$ cat src/rtl/hiom_defs.svh
// Function
// - Host hits only with a strobe low, address enable low, upper bits equal port A data.
// - Low host address bits pick output zero, register one, status or aux transmit.
// - With DMA mailbox one off, host write at 11 latches aux transmit register.
// - Output zero is processor read-only at D3, host read/write at 00.
// - At D4 processor reads output one and writes input one.
// - Enable bit is processor-written, reads zero at reset, blocks host when clear except unlock writes to 0FB and 0F9.
// - With enable clear, D3 to D5 are closed except writing the enable bit.
// - Status bits 6 to 4 are processor-written scratch bits, reset to zero.
// - Bit 3 sets on processor input-one write, clears on host read.
// - Bit 1 sets on host output-zero write, clears when a processor read empties the output zero buffer.
// - Host write to 0FB sets bit 0, write to 0F9 clears it.
// - Host reads or address-enable-high accesses leave bit 0 alone.
// - Status is processor read/write at D5, host read-only at 10.
`ifndef HIOM_DEFS_SVH
`define HIOM_DEFS_SVH

// ****************************************
// Processor register offsets
// ****************************************
`define HIOM_OFS_OUT0     8'hD3
`define HIOM_OFS_IO1      8'hD4
`define HIOM_OFS_STAT     8'hD5

// ****************************************
// Host function codes and fixed addresses
// ****************************************
`define HIOM_FN_OUT0      2'h0
`define HIOM_FN_IO1       2'h1
`define HIOM_FN_STAT      2'h2
`define HIOM_FN_AUX       2'h3
`define HIOM_UNLOCK_SET   10'h0FB
`define HIOM_UNLOCK_CLR   10'h0F9

// ****************************************
// Status field positions and reset values
// ****************************************
`define HIOM_ST_EN        7
`define HIOM_ST_SCR_HI    6
`define HIOM_ST_SCR_LO    4
`define HIOM_ST_IN1_AV    3
`define HIOM_ST_OUT0_AV   1
`define HIOM_ST_UNLOCK    0
`define HIOM_RST_BYTE     8'h00
`define HIOM_RST_SCR      3'h0

// ****************************************
// Output zero buffer
// ****************************************
`define HIOM_FIFO_WIDTH   8
`define HIOM_FIFO_DEPTH   32

`endif

$ cat src/rtl/hiom_pkg.sv
`default_nettype none
package hiom_pkg;

  // Embedded processor I/O request
  typedef struct packed {
    logic       rd;
    logic       wr;
    logic [7:0] addr;
    logic [7:0] wdata;
  } hiom_cpu_req_t;

  // Host I/O bus pins, strobes active low
  typedef struct packed {
    logic       rd_n;
    logic       wr_n;
    logic       addr_enable_n;
    logic [9:0] addr;
    logic [7:0] wdata;
  } hiom_host_bus_t;

endpackage : hiom_pkg
`default_nettype wire

$ cat src/rtl/hiom_mem.sv
`default_nettype none
module hiom_mem #(
  parameter int WIDTH = 8,
  parameter int DEPTH = 32,
  parameter int AW    = 5
) (
  // Clock
  input  wire logic             clk_sys_i,
  // Write port
  input  wire logic             we_i,
  input  wire logic [AW-1:0]    waddr_i,
  input  wire logic [WIDTH-1:0] wdata_i,
  // Registered read port, write-first
  input  wire logic [AW-1:0]    raddr_i,
  output logic      [WIDTH-1:0] rdata_o
);

  logic [WIDTH-1:0] mem_r [DEPTH];

  always_ff @(posedge clk_sys_i)
  begin
    if (we_i)
    begin
      mem_r[waddr_i] <= wdata_i;
    end
  end

  // Bypass keeps a push into an empty buffer visible next cycle
  always_ff @(posedge clk_sys_i)
  begin
    if (we_i && (waddr_i == raddr_i))
    begin
      rdata_o <= wdata_i;
    end
    else
    begin
      rdata_o <= mem_r[raddr_i];
    end
  end

endmodule : hiom_mem
`default_nettype wire

$ cat src/rtl/hiom_fifo.sv
`default_nettype none
module hiom_fifo #(
  parameter int WIDTH = 8,
  parameter int DEPTH = 32
) (
  // Clock and reset
  input  wire logic             clk_sys_i,
  input  wire logic             srst_i,
  // Fill side
  input  wire logic             in_valid_i,
  output logic                  in_ready_o,
  input  wire logic [WIDTH-1:0] in_data_i,
  // Drain side
  output logic                  out_valid_o,
  input  wire logic             out_ready_i,
  output logic      [WIDTH-1:0] out_data_o
);

  localparam int AW = $clog2(DEPTH);

  logic [AW-1:0] wr_ptr_r;
  logic [AW-1:0] rd_ptr_r;
  logic [AW:0]   count_r;
  logic          push;
  logic          pop;
  logic [AW-1:0] raddr;
  logic [WIDTH-1:0] rdata;

  assign in_ready_o  = (count_r != (AW+1)'(DEPTH));
  assign out_valid_o = (count_r != '0);
  assign push        = in_valid_i && in_ready_o;
  assign pop         = out_valid_o && out_ready_i;
  assign raddr       = pop ? rd_ptr_r + AW'(1) : rd_ptr_r;
  // Empty buffer reads as zero, never stale or unknown words
  assign out_data_o  = out_valid_o ? rdata : '0;

  always_ff @(posedge clk_sys_i)
  begin
    if (srst_i)
    begin
      wr_ptr_r <= '0;
      rd_ptr_r <= '0;
      count_r  <= '0;
    end
    else
    begin
      if (push)
      begin
        wr_ptr_r <= wr_ptr_r + AW'(1);
      end
      if (pop)
      begin
        rd_ptr_r <= rd_ptr_r + AW'(1);
      end
      if (push && !pop)
      begin
        count_r <= count_r + (AW+1)'(1);
      end
      else if (pop && !push)
      begin
        count_r <= count_r - (AW+1)'(1);
      end
    end
  end

  hiom_mem #(
    .WIDTH (WIDTH),
    .DEPTH (DEPTH),
    .AW    (AW)
  ) u_mem (
    .clk_sys_i (clk_sys_i),
    .we_i      (push),
    .waddr_i   (wr_ptr_r),
    .wdata_i   (in_data_i),
    .raddr_i   (raddr),
    .rdata_o   (rdata)
  );

endmodule : hiom_fifo
`default_nettype wire

$ cat src/rtl/hiom_mailbox.sv
`include "hiom_defs.svh"
`default_nettype none
module hiom_mailbox
  import hiom_pkg::*;
(
  // Clock and reset
  input  wire logic           clk_sys_i,
  input  wire logic           srst_i,
  // Embedded processor I/O bus
  input  wire hiom_cpu_req_t  cpu_req_i,
  output logic          [7:0] cpu_rdata_o,
  // Port A data and DMA mailbox one enable
  input  wire logic     [7:0] port_a_data_reg_i,
  input  wire logic           dma_mbox1_en_i,
  output logic          [7:0] dma_transmit_one_o,
  // Host I/O bus
  input  wire hiom_host_bus_t host_bus_i,
  output logic          [7:0] host_rdata_o,
  output logic                host_data_oe_o,
  output logic                host_ready_o
);

  // ****************************************
  // Decode helpers
  // ****************************************
  function automatic logic host_hit(input hiom_host_bus_t hb,
                                    input logic [7:0]     pad,
                                    input logic [1:0]     fn);
    host_hit = !hb.addr_enable_n && (hb.addr[9:2] == pad)
               && (hb.addr[1:0] == fn);
  endfunction : host_hit

  function automatic logic cpu_hit(input hiom_cpu_req_t rq,
                                   input logic [7:0]    ofs);
    cpu_hit = (rq.rd || rq.wr) && (rq.addr == ofs);
  endfunction : cpu_hit

  // ****************************************
  // State
  // ****************************************
  logic       enable_r;
  logic [2:0] scratch_r;
  logic       in1_avail_r;
  logic       unlock_r;
  logic [7:0] host_output_one_r;
  logic [7:0] host_input_one_r;
  logic [7:0] aux_tx_r;
  logic [7:0] cpu_rdata_r;
  logic [7:0] host_rdata_r;
  logic       host_rd_n_prev_r;
  logic       host_wr_n_prev_r;
  logic [7:0] status;
  logic       host_rd_ev;
  logic       host_wr_ev;
  logic       h_wr_out0;
  logic       h_wr_io1;
  logic       h_rd_io1;
  logic       h_wr_aux;
  logic       c_rd_out0;
  logic       c_wr_in1;
  logic       c_wr_stat;
  logic       out0_valid;
  logic [7:0] out0_head;

  // ****************************************
  // Host strobe edges
  // ****************************************
  always_ff @(posedge clk_sys_i)
  begin
    if (srst_i)
    begin
      host_rd_n_prev_r <= 1'b1;
      host_wr_n_prev_r <= 1'b1;
    end
    else
    begin
      host_rd_n_prev_r <= host_bus_i.rd_n;
      host_wr_n_prev_r <= host_bus_i.wr_n;
    end
  end

  assign host_rd_ev = host_rd_n_prev_r && !host_bus_i.rd_n;
  assign host_wr_ev = host_wr_n_prev_r && !host_bus_i.wr_n;

  // Host side closed while the enable is clear
  assign h_wr_out0 = enable_r && host_wr_ev
    && host_hit(host_bus_i, port_a_data_reg_i, `HIOM_FN_OUT0);
  assign h_wr_io1  = enable_r && host_wr_ev
    && host_hit(host_bus_i, port_a_data_reg_i, `HIOM_FN_IO1);
  assign h_rd_io1  = enable_r && host_rd_ev
    && host_hit(host_bus_i, port_a_data_reg_i, `HIOM_FN_IO1);
  assign h_wr_aux  = enable_r && host_wr_ev && !dma_mbox1_en_i
    && host_hit(host_bus_i, port_a_data_reg_i, `HIOM_FN_AUX);

  // Processor side closed while the enable is clear, except status writes
  assign c_rd_out0 = enable_r && cpu_req_i.rd
    && cpu_hit(cpu_req_i, `HIOM_OFS_OUT0);
  assign c_wr_in1  = enable_r && cpu_req_i.wr
    && cpu_hit(cpu_req_i, `HIOM_OFS_IO1);
  assign c_wr_stat = cpu_req_i.wr && cpu_hit(cpu_req_i, `HIOM_OFS_STAT);

  // ****************************************
  // Output zero buffer, host fills, processor drains
  // ****************************************
  hiom_fifo #(
    .WIDTH (`HIOM_FIFO_WIDTH),
    .DEPTH (`HIOM_FIFO_DEPTH)
  ) u_out0_fifo (
    .clk_sys_i   (clk_sys_i),
    .srst_i      (srst_i),
    .in_valid_i  (h_wr_out0),
    .in_ready_o  (host_ready_o),
    .in_data_i   (host_bus_i.wdata),
    .out_valid_o (out0_valid),
    .out_ready_i (c_rd_out0),
    .out_data_o  (out0_head)
  );

  // ****************************************
  // Status register
  // ****************************************
  always_ff @(posedge clk_sys_i)
  begin
    if (srst_i)
    begin
      enable_r  <= 1'b0;
      scratch_r <= `HIOM_RST_SCR;
    end
    else if (c_wr_stat)
    begin
      enable_r <= cpu_req_i.wdata[`HIOM_ST_EN];
      if (enable_r)
      begin
        scratch_r <= cpu_req_i.wdata[`HIOM_ST_SCR_HI:`HIOM_ST_SCR_LO];
      end
    end
  end

  // Set wins over a clear in the same cycle
  always_ff @(posedge clk_sys_i)
  begin
    if (srst_i)
    begin
      in1_avail_r <= 1'b0;
    end
    else if (c_wr_in1)
    begin
      in1_avail_r <= 1'b1;
    end
    else if (h_rd_io1)
    begin
      in1_avail_r <= 1'b0;
    end
  end

  // Unlock flag ignores the enable and the data
  always_ff @(posedge clk_sys_i)
  begin
    if (srst_i)
    begin
      unlock_r <= 1'b0;
    end
    else if (host_wr_ev && !host_bus_i.addr_enable_n)
    begin
      if (host_bus_i.addr == `HIOM_UNLOCK_SET)
      begin
        unlock_r <= 1'b1;
      end
      else if (host_bus_i.addr == `HIOM_UNLOCK_CLR)
      begin
        unlock_r <= 1'b0;
      end
    end
  end

  // Output-zero-available follows the buffer level
  assign status = {enable_r, scratch_r, in1_avail_r,
                   1'b0,
                   out0_valid,
                   unlock_r};

  // ****************************************
  // Data registers
  // ****************************************
  always_ff @(posedge clk_sys_i)
  begin
    if (srst_i)
    begin
      host_output_one_r <= `HIOM_RST_BYTE;
    end
    else if (h_wr_io1)
    begin
      host_output_one_r <= host_bus_i.wdata;
    end
  end

  always_ff @(posedge clk_sys_i)
  begin
    if (srst_i)
    begin
      host_input_one_r <= `HIOM_RST_BYTE;
    end
    else if (c_wr_in1)
    begin
      host_input_one_r <= cpu_req_i.wdata;
    end
  end

  always_ff @(posedge clk_sys_i)
  begin
    if (srst_i)
    begin
      aux_tx_r <= `HIOM_RST_BYTE;
    end
    else if (h_wr_aux)
    begin
      aux_tx_r <= host_bus_i.wdata;
    end
  end

  assign dma_transmit_one_o = aux_tx_r;

  // ****************************************
  // Processor read data
  // ****************************************
  always_ff @(posedge clk_sys_i)
  begin
    if (srst_i)
    begin
      cpu_rdata_r <= `HIOM_RST_BYTE;
    end
    else if (cpu_req_i.rd && enable_r)
    begin
      case (cpu_req_i.addr)
        `HIOM_OFS_OUT0: cpu_rdata_r <= out0_head;
        `HIOM_OFS_IO1:  cpu_rdata_r <= host_output_one_r;
        `HIOM_OFS_STAT: cpu_rdata_r <= status;
        default:        cpu_rdata_r <= `HIOM_RST_BYTE;
      endcase
    end
    else
    begin
      cpu_rdata_r <= `HIOM_RST_BYTE;
    end
  end

  assign cpu_rdata_o = cpu_rdata_r;

  // ****************************************
  // Host read data
  // ****************************************
  always_ff @(posedge clk_sys_i)
  begin
    if (srst_i)
    begin
      host_rdata_r <= `HIOM_RST_BYTE;
    end
    else
    begin
      case (host_bus_i.addr[1:0])
        `HIOM_FN_OUT0: host_rdata_r <= out0_head;
        `HIOM_FN_IO1:  host_rdata_r <= host_input_one_r;
        `HIOM_FN_STAT: host_rdata_r <= status;
        default:       host_rdata_r <= `HIOM_RST_BYTE;
      endcase
    end
  end

  assign host_rdata_o   = host_rdata_r;
  // Aux address is write only, so the bus is left undriven there
  assign host_data_oe_o = enable_r && !host_bus_i.rd_n
    && !host_bus_i.addr_enable_n
    && (host_bus_i.addr[9:2] == port_a_data_reg_i)
    && (host_bus_i.addr[1:0] != `HIOM_FN_AUX);

  // ****************************************
  // Checks
  // ****************************************
  property p_host_closed;
    @(posedge clk_sys_i) disable iff (srst_i)
      !enable_r |-> !host_data_oe_o ##1 ($stable(out0_valid)
                    && $stable(host_output_one_r));
  endproperty
  a_host_closed: assert property (p_host_closed)
    else $error("host reached mailbox while disabled");

  property p_unlock_set;
    @(posedge clk_sys_i) disable iff (srst_i)
      (host_wr_ev && !host_bus_i.addr_enable_n
       && host_bus_i.addr == `HIOM_UNLOCK_SET)
        |=> status[`HIOM_ST_UNLOCK];
  endproperty
  a_unlock_set: assert property (p_unlock_set)
    else $error("unlock bit not set by host write");

  property p_unlock_hold;
    @(posedge clk_sys_i) disable iff (srst_i)
      !(host_wr_ev && !host_bus_i.addr_enable_n) |=> $stable(unlock_r);
  endproperty
  a_unlock_hold: assert property (p_unlock_hold)
    else $error("unlock bit moved without host write");

  property p_in1_set;
    @(posedge clk_sys_i) disable iff (srst_i)
      c_wr_in1 |=> status[`HIOM_ST_IN1_AV]
                   && host_input_one_r == $past(cpu_req_i.wdata);
  endproperty
  a_in1_set: assert property (p_in1_set)
    else $error("input one write not flagged");

  property p_in1_quiet;
    @(posedge clk_sys_i) disable iff (srst_i)
      (!enable_r && !in1_avail_r) |=> !in1_avail_r;
  endproperty
  a_in1_quiet: assert property (p_in1_quiet)
    else $error("input one flag set while disabled");

  property p_cpu_closed;
    @(posedge clk_sys_i) disable iff (srst_i)
      (cpu_req_i.rd && !enable_r) |=> cpu_rdata_o == `HIOM_RST_BYTE;
  endproperty
  a_cpu_closed: assert property (p_cpu_closed)
    else $error("processor read data while disabled");

  property p_aux_latch;
    @(posedge clk_sys_i) disable iff (srst_i)
      h_wr_aux |=> dma_transmit_one_o == $past(host_bus_i.wdata);
  endproperty
  a_aux_latch: assert property (p_aux_latch)
    else $error("aux transmit not latched");

  property p_scratch_hold;
    @(posedge clk_sys_i) disable iff (srst_i)
      !(c_wr_stat && enable_r) |=> $stable(scratch_r);
  endproperty
  a_scratch_hold: assert property (p_scratch_hold)
    else $error("scratch bits changed without processor write");

  property p_host_stat;
    @(posedge clk_sys_i) disable iff (srst_i)
      (host_bus_i.addr[1:0] == `HIOM_FN_STAT) |=>
        host_rdata_o == $past(status) && host_rdata_o[2] == 1'b0;
  endproperty
  a_host_stat: assert property (p_host_stat)
    else $error("host status read wrong");

endmodule : hiom_mailbox
`default_nettype wire

$ cat config.mk
export PLATFORM = sky130hd
export DESIGN_NAME = hiom_mailbox
export DESIGN_NICKNAME = d
export VERILOG_FILES = /design/src/rtl/hiom_pkg.sv /design/src/rtl/hiom_mem.sv /design/src/rtl/hiom_fifo.sv /design/src/rtl/hiom_mailbox.sv
export VERILOG_INCLUDE_DIRS = /design/src /design/src/rtl
export SDC_FILE = /design/constraint.sdc
export NUM_CORES = 1
export LEC_CHECK = 0
export ABC_AREA = 0
export BUFFER_PORTS_ARGS = -buffer_cell sky130_fd_sc_hd__buf_2
export CAP_MARGIN = 20
export CELL_PAD_IN_SITES_DETAIL_PLACEMENT = 0
export CELL_PAD_IN_SITES_GLOBAL_PLACEMENT = 1
export CORE_ASPECT_RATIO = 1.25
export CORE_MARGIN = 2
export CORE_UTILIZATION = 55
export DETAILED_ROUTE_END_ITERATION = 8
export PLACE_DENSITY = 0.9
export SKIP_CTS_REPAIR_TIMING = 1
export SYNTH_ARGS = -nofsm -noshare
export SYNTH_HDL_FRONTEND = slang
export SYNTH_SLANG_ARGS = --single-unit
export TNS_END_PERCENT = 10
$ cat constraint.sdc
create_clock -name clk_sys_i -period 7.5 [get_ports clk_sys_i]
set_clock_uncertainty 0.2 [all_clocks]
set_input_delay 1.5 -clock clk_sys_i [delete_from_list [all_inputs] [get_ports clk_sys_i]]
set_output_delay 1.5 -clock clk_sys_i [all_outputs]
set_load 0.03 [all_outputs]
## Word-level counts from Yosys, hierarchy flattened

Memory sizes are Yosys's and may differ from the RTL's. A register that Yosys moved wholly into a read port is not among the register bits.
Cells that the tools add are included.

| cells by class | value |
|---|---|
| $add $sub $neg | 4 |
| equal/unequal tests | 11 |
| mux-type cells | 12 |
| bitwise logic cells | 1 |
| reductions and logical operators | 45 |

Operators with widths:

| operator | count |
|---|---|
| $pmux W8 S3 | 2 |
| $logic_and A1 B1 Y1 | 30 |
| $eq A8 B8 Y1 const B | 3 |
| $eq A10 B8 Y1 const B | 2 |
| $mux W6 | 2 |
| $add A5 B1 Y5 const B | 2 |
| $eq A8 B8 Y1 | 1 |
| $mux W8 | 1 |
| $add A6 B1 Y6 const B | 1 |
| $logic_not A1 Y1 | 6 |
| $mux W1 | 6 |
| $ne A6 B6 Y1 const B | 1 |
| $reduce_bool A2 Y1 | 3 |
| $reduce_bool A6 Y1 | 1 |
| $sub A6 B1 Y6 const B | 1 |
| $mux W5 | 1 |
| $eq A2 B2 Y1 const B | 2 |
| $reduce_and A2 Y1 | 2 |
| $eq A2 B1 Y1 const B | 1 |
| $logic_not A2 Y1 | 1 |
| $ne A2 B2 Y1 const B | 1 |
| $reduce_or A2 Y1 | 1 |
| $logic_or A1 B1 Y1 | 1 |
| $not A1 Y1 | 1 |

| word-level totals | value |
|---|---|
| register bits | 64 |
| RAM bits | 256 |
| input bits | 50 |
| memories | 1 |

Memory list:

| memory | depth | bits a word | rd ports | clocked after memory_dff | write ports | RTL line | RTL |
|---|---|---|---|---|---|---|---|
| u_out0_fifo.u_mem.mem_r | 32 | 8 | 1 | 1 | 1 | hiom_mem.sv:18 | `logic [WIDTH-1:0] mem_r [DEPTH];` |

## Longest topological paths before layout

| depth | value |
|---|---|
| word-level depth | 9 |
| mapped depth | 14 |
| gate-level depth less buffers | 12 |

## Hierarchy

From an unflattened synthesis, not the netlist that was laid out.

| unflattened totals | value |
|---|---|
| cell total of the unflattened synthesis | 774 |
| area, all modules | 13,297.8 um^2 |

By module, submodules not included:

| module | instances | cells each | area an instance (um^2) |
|---|---|---|---|
| hiom_mem | 1 | 414 | 9,993.3 |
| hiom_mailbox | 1 | 240 | 2,225.9 |
| hiom_fifo | 1 | 120 | 1,078.5 |

## Least setup slack after synthesis

Ideal clock, no wire load.

| timing | value |
|---|---|
| path kind | input port to flip-flop |
| from | input port_a_data_reg_i[4] |
| to | register u_out0_fifo.count_r[5] |
| setup time | 0.121 ns |
| arrival | 4.343 ns |
| required time | 7.179 ns |
| path slack | 2.837 ns |
| stages | 14 |
| path buffers | 2 |
| path through | xnor2_1 -> nand3_1 -> or4_1 -> clkbuf_1 -> clkbuf_1 -> nor2_1 -> ha_1 -> inv_1 -> ha_1 -> a21o_1 -> a21o_1 -> a211o_1 -> o211ai_1 -> mux2_2 |

| on the way | value |
|---|---|
| word-level cells in the longest chain between the ends | 8 |
| elaborated cells between the ends (all ways) | 10 |
| classes of those cells | eq/ne (1); mux (1); reduce/logical (8) |

RTL lines:

| element | RTL line | RTL |
|---|---|---|
| start: declaration | hiom_mailbox.sv:13 | `input wire logic [7:0] port_a_data_reg_i,` |
| $eq A8 B8 Y1 (*) | hiom_mailbox.sv:29 | `host_hit = !hb.addr_enable_n && (hb.addr[9:2] == pad)` |
| $logic_and A1 B1 Y1 (*) | hiom_mailbox.sv:29 |  |
| $logic_and A1 B1 Y1 (*) | hiom_mailbox.sv:30 | `&& (hb.addr[1:0] == fn);` |
| $logic_and A1 B1 Y1 (*) | hiom_mailbox.sv:86 | `assign h_wr_out0 = enable_r && host_wr_ev` |
| $logic_and A1 B1 Y1 (*) | hiom_fifo.sv:31 | `assign push = in_valid_i && in_ready_o;` |
| net u_out0_fifo.push | hiom_fifo.sv:24 | `logic push;` |
| $logic_not A1 Y1 | hiom_fifo.sv:59 | `else if (pop && !push)` |
| $logic_and A1 B1 Y1 | hiom_fifo.sv:59 |  |
| $reduce_bool A2 Y1 (no source line) | -- |  |
| end signal: assignment | hiom_fifo.sv:57 | `count_r <= count_r + (AW+1)'(1);` |
| end signal: assignment | hiom_fifo.sv:61 | `count_r <= count_r - (AW+1)'(1);` |
| end: declaration | hiom_fifo.sv:23 | `logic [AW:0] count_r;` |

Mark *: on every way through the listed nets, which the timed path passes. The rest lies on a longest branch.
A chain may end at the register's enable or synchronous reset.

## Final worst setup path

| timing | value |
|---|---|
| from | input port_a_data_reg_i[4] |
| to | output host_data_oe_o |

| on the way | value |
|---|---|
| word-level cells in the longest chain between the ends | 3 |

RTL lines:

| element | RTL line | RTL |
|---|---|---|
| $eq A8 B8 Y1 | hiom_mailbox.sv:273 | `&& (host_bus_i.addr[9:2] == port_a_data_reg_i)` |
| $logic_and A1 B1 Y1 | hiom_mailbox.sv:273 |  |
| $logic_and A1 B1 Y1 | hiom_mailbox.sv:271 | `assign host_data_oe_o = enable_r && !host_bus_i.rd_n` |
| end: declaration | hiom_mailbox.sv:19 | `output logic host_data_oe_o,` |

No other way between the ends.

==> qor.yml <==
critical_path:
  endpoint: "host_data_oe_o"
  rr_startpoint: "u_out0_fifo.count_r[0]$_SDFFE_PP0P_"
  timing.rr.end: "u_out0_fifo.count_r[5]$_SDFFE_PP0P_"
  worstSetupStartpointType: "input pin"
  critPathMostFrequentCell: "buf_2"
  cp-startpoint: "port_a_data_reg_i[4]"
  crit_chain: "buf_2, xnor2_1, nand3_1, or4_1, a21oi_1, buf_2"
  cpPeakStageDelay_ns: 0.56
  ff2ff_setup_slack_ns: 3.66
  path_max_fanout: 3
  crit_type: "in -> out"
  crit_family: "simple AND/OR/NAND/NOR gates"
  crit_slowest_cell: "or4_1"
  worstPathRequired_ns: 5.80
  reg2reg_depth: 12
  crit_buf_inv: 2
  worst_ep_arrival_time_ns: 2.83
  cp.depth: 6
  endpoint_kind: "output port"
global_routing:
  antenna_found_initial: 0
  grt_pass1_wl_um: 43100
  grt_start_max_net_pins: 59
  grt_pass1_vias: 7498
  grt_use_total_pct: 22.7
  gr-total-overflow: 0
timing:
  max_slew_margin_pct: 27.3
  worst_pin_slew_ns: 1.09
  hold_viol_final: 0
  timing.setup.tns_ns: 0
  fmaxAchievable_mhz: 221
  finalCritPeriodShare_pct: 60.4
  setup_viol: 0
  rsz0062_at_grt: "false"
  drv_slew: 0
  fin_crit_ns: 4.53
  worst_hold_slack_ns: 0.262
clock_network:
  clkTransAtPathRegs_ns: 0.06
  cts_buffers: 29
  cts.path.max_buffers: 3
  clock_latency_ns: 0.57
  numClockSinks: 325
  htree_levels: 1
  cts_tree: "yes"
  root_buffer: "clkbuf_16"
synthesis:
  synth.distinct_cells: 47
  synth_top_family_by_area: "multiplexers"
  synth_simple_gate_area_share_pct: 8.06
  yosys_warnings: 0
  synthAdderAreaFrac_pct: 1.11
  synth_ff_type: "edfxtp_1"
  synth_xor_xnor_area_share_pct: 1.07
  synth_compound_area_share_pct: 5.69
  syn-cell-area_um2: 13100
  synthMuxAreaShare_pct: 13.2
  synthArstFlopShare_pct: 0
  ys_seq_area_share_pct: 69.2
  synth_enable_flop_cells: 256
  syn_nets: 902
  syn_inst: 841
  postSynthAreaPerCell_um2: 15.6
  ys_ff_latch: 325
cells_and_area:
  area_delta_synth_final_pct: 11.4
  finalNonFillerCells: 1227
  drive_gt1_share_pct: 22.0
  utilization_pct: 62.0
  seqCellArea_um2: 9070
  nFillCells: 1651
  diodes: 0
  multi_input_area_um2: 3830
  nNetsFinal: 973
placement:
  placed_cells: 1172
  gp_congestion: 0.831
  portBuffers: 75
  dp.final_hpwl_um: 18100
drt:
  wl_per_cell_um: 23.1
  routed_wl_um: 28300
  dr.pass1.iters: 5
  viasPerCell: 6.21
  ant_nets: 0
  drc: 0
  vias: 7624
  drtIter0Drc: 734
worst_hold_path:
  min_path_type: "reg -> reg"
  min_path_cells: 2
die:
  io_pins: 76
  die_area_um2: 25100
  die-width_um: 142
  initial_core_util_pct: 55.6
  core_um2: 23600
  rows: 63
  die_y_um: 177
pwr:
  leakage_nw: 4.61
  ir_drop_uv: 203
  p_per_area_nw_per_um2: 232
outcome:
  status: "finished, final reports clean"
flow_run:
  drv_cap: 0
-- through the flow --
| stage | cell area, um^2 | power [W] | setup slack (ns) |
|---|---|---|---|
| finish | 14600 | 0.00339 | 2.97 |
| global route | 14600 | 0.00348 | 2.82 |
| CTS | 14600 | 0.00341 | 2.96 |
| detailed placement | 13700 | 0.00204 | 2.43 |
| global placement | 13700 | 0.00204 | 2.51 |
| floorplan | 13100 | 0.00200 | 2.84 |
-- tightest hold or removal path, stage by stage, from the launching register on --
cell     delay [ns]
dfxtp_1        0.31
nand2_1        0.05
a21oi_1        0.05
-- sequential cells by signal, indices dropped and copies added, names as in the netlist, named ones only --
register	cells
host_output_one_r	8
u_out0_fifo.rd_ptr_r	5
in1_avail_r	1
host_rd_n_prev_r	1
cpu_rdata_o	8
host_input_one_r	8
unlock_r	1
dma_transmit_one_o	8
enable_r	1
host_rdata_o	8
scratch_r	3
u_out0_fifo.wr_ptr_r	5
u_out0_fifo.u_mem.mem_r	256
host_wr_n_prev_r	1
u_out0_fifo.count_r	6
-- where the power goes --
part	total (W)	switching (W)	internal [W]
clock	0.00139	0.000638	0.000751
sequential	0.00194	0.000000188	0.00194
combinational	0.0000651	0.0000480	0.0000172
total	0.00339	0.000686	0.00271
-- cell usage in the layout (no fill, tap or decap), types with 3 or more instances in the layout --
cell type / synthesis / layout
nor2_1: 64 / 64
nor4_1: 5 / 4
or3b_2: 3 / 3
a22o_1: 10 / 10
mux2i_1: 38 / 38
and3_1: 4 / 4
o21ai_0: 30 / 30
or4_1: 5 / 5
or2_2: 5 / 5
clkbuf_1: 25 / 11
buf_2: 10 / 76
xnor2_1: 14 / 14
inv_1: 8 / 8
nor2b_1: 11 / 11
nand3_1: 33 / 33
a22oi_1: 8 / 8
a21oi_1: 37 / 37
nor3_1: 12 / 12
mux2_2: 24 / 24
ha_1: 10 / 10
nand2_1: 22 / 22
nand3b_1: 12 / 12
a21o_1: 3 / 3
edfxtp_1: 256 / 256
buf_4: 3 / 7
a31oi_1: 8 / 8
nand4_1: 14 / 14
nand2b_1: 5 / 5
mux4_2: 48 / 48
dfxtp_1: 69 / 67
o22ai_1: 21 / 21
clkbuf_16: 0 / 30
clkinv_1: 0 / 5
-- cells in the mapped netlist, types with 10 or more instances --
master / number / area [um^2]
a21oi_1: 37 / 185
a22o_1: 10 / 87.6
buf_2: 10 / 50.1
clkbuf_1: 25 / 93.8
dfxtp_1: 69 / 1380
edfxtp_1: 256 / 7690
ha_1: 10 / 125
mux2_2: 24 / 270
mux2i_1: 38 / 380
mux4_2: 48 / 1080
nand2_1: 22 / 82.6
nand3_1: 33 / 165
nand3b_1: 12 / 90.1
nand4_1: 14 / 87.6
nor2_1: 64 / 240
nor2b_1: 11 / 68.8
nor3_1: 12 / 60.1
o21ai_0: 30 / 150
o22ai_1: 21 / 131
xnor2_1: 14 / 123
-- cell families after synthesis --
logic type / after synthesis
flip-flops: 325
AND/OR/NAND/NOR: 204
AO/OA/AOI/OAI: 124
multiplexers: 110
buffers and inverters: 51
XOR/XNOR: 16
adder cells (fa/ha/maj): 11
-- worst min path at each step --
stage                                                  start                    endpoint  slack [ns]
final                       host_input_one_r[1]$_SDFFE_PP0P_  host_rdata_o[1]$_SDFF_PP0_        0.26
after global routing      u_out0_fifo.rd_ptr_r[4]$_SDFF_PP0_                   flip-flop        0.29
after CTS                   host_input_one_r[1]$_SDFFE_PP0P_  host_rdata_o[1]$_SDFF_PP0_        0.27
after detailed placement  u_out0_fifo.rd_ptr_r[4]$_SDFF_PP0_                   flip-flop        0.24
after global placement    u_out0_fifo.rd_ptr_r[4]$_SDFF_PP0_                   flip-flop        0.24
after floorplan           u_out0_fifo.rd_ptr_r[4]$_SDFF_PP0_                   flip-flop        0.23
-- layout make-up --
class	count	share of cell area (%)
Tap cell	292	2.50
Inverter	8	0.206
Timing Repair Buffer	83	2.96
Multi-Input combinational cell	465	26.2
Clock inverter	12	0.531
Clock buffer	42	5.51
Sequential cell	325	62.1
-- metal layers --
layer | wire [um] | vias to the layer above | track usage, % | part of all wire [%]
li1 | - | 3445 | - | -
met1 | 11200 | 3781 | 30.1 | 39
met2 | 14500 | 342 | 39.6 | 51
met3 | 1910 | 56 | 2.87 | 6.7
met4 | 796 | 0 | 6.79 | 2.8
met5 | 0 | - | 0 | 0
(Power assumes the default switching activity.)
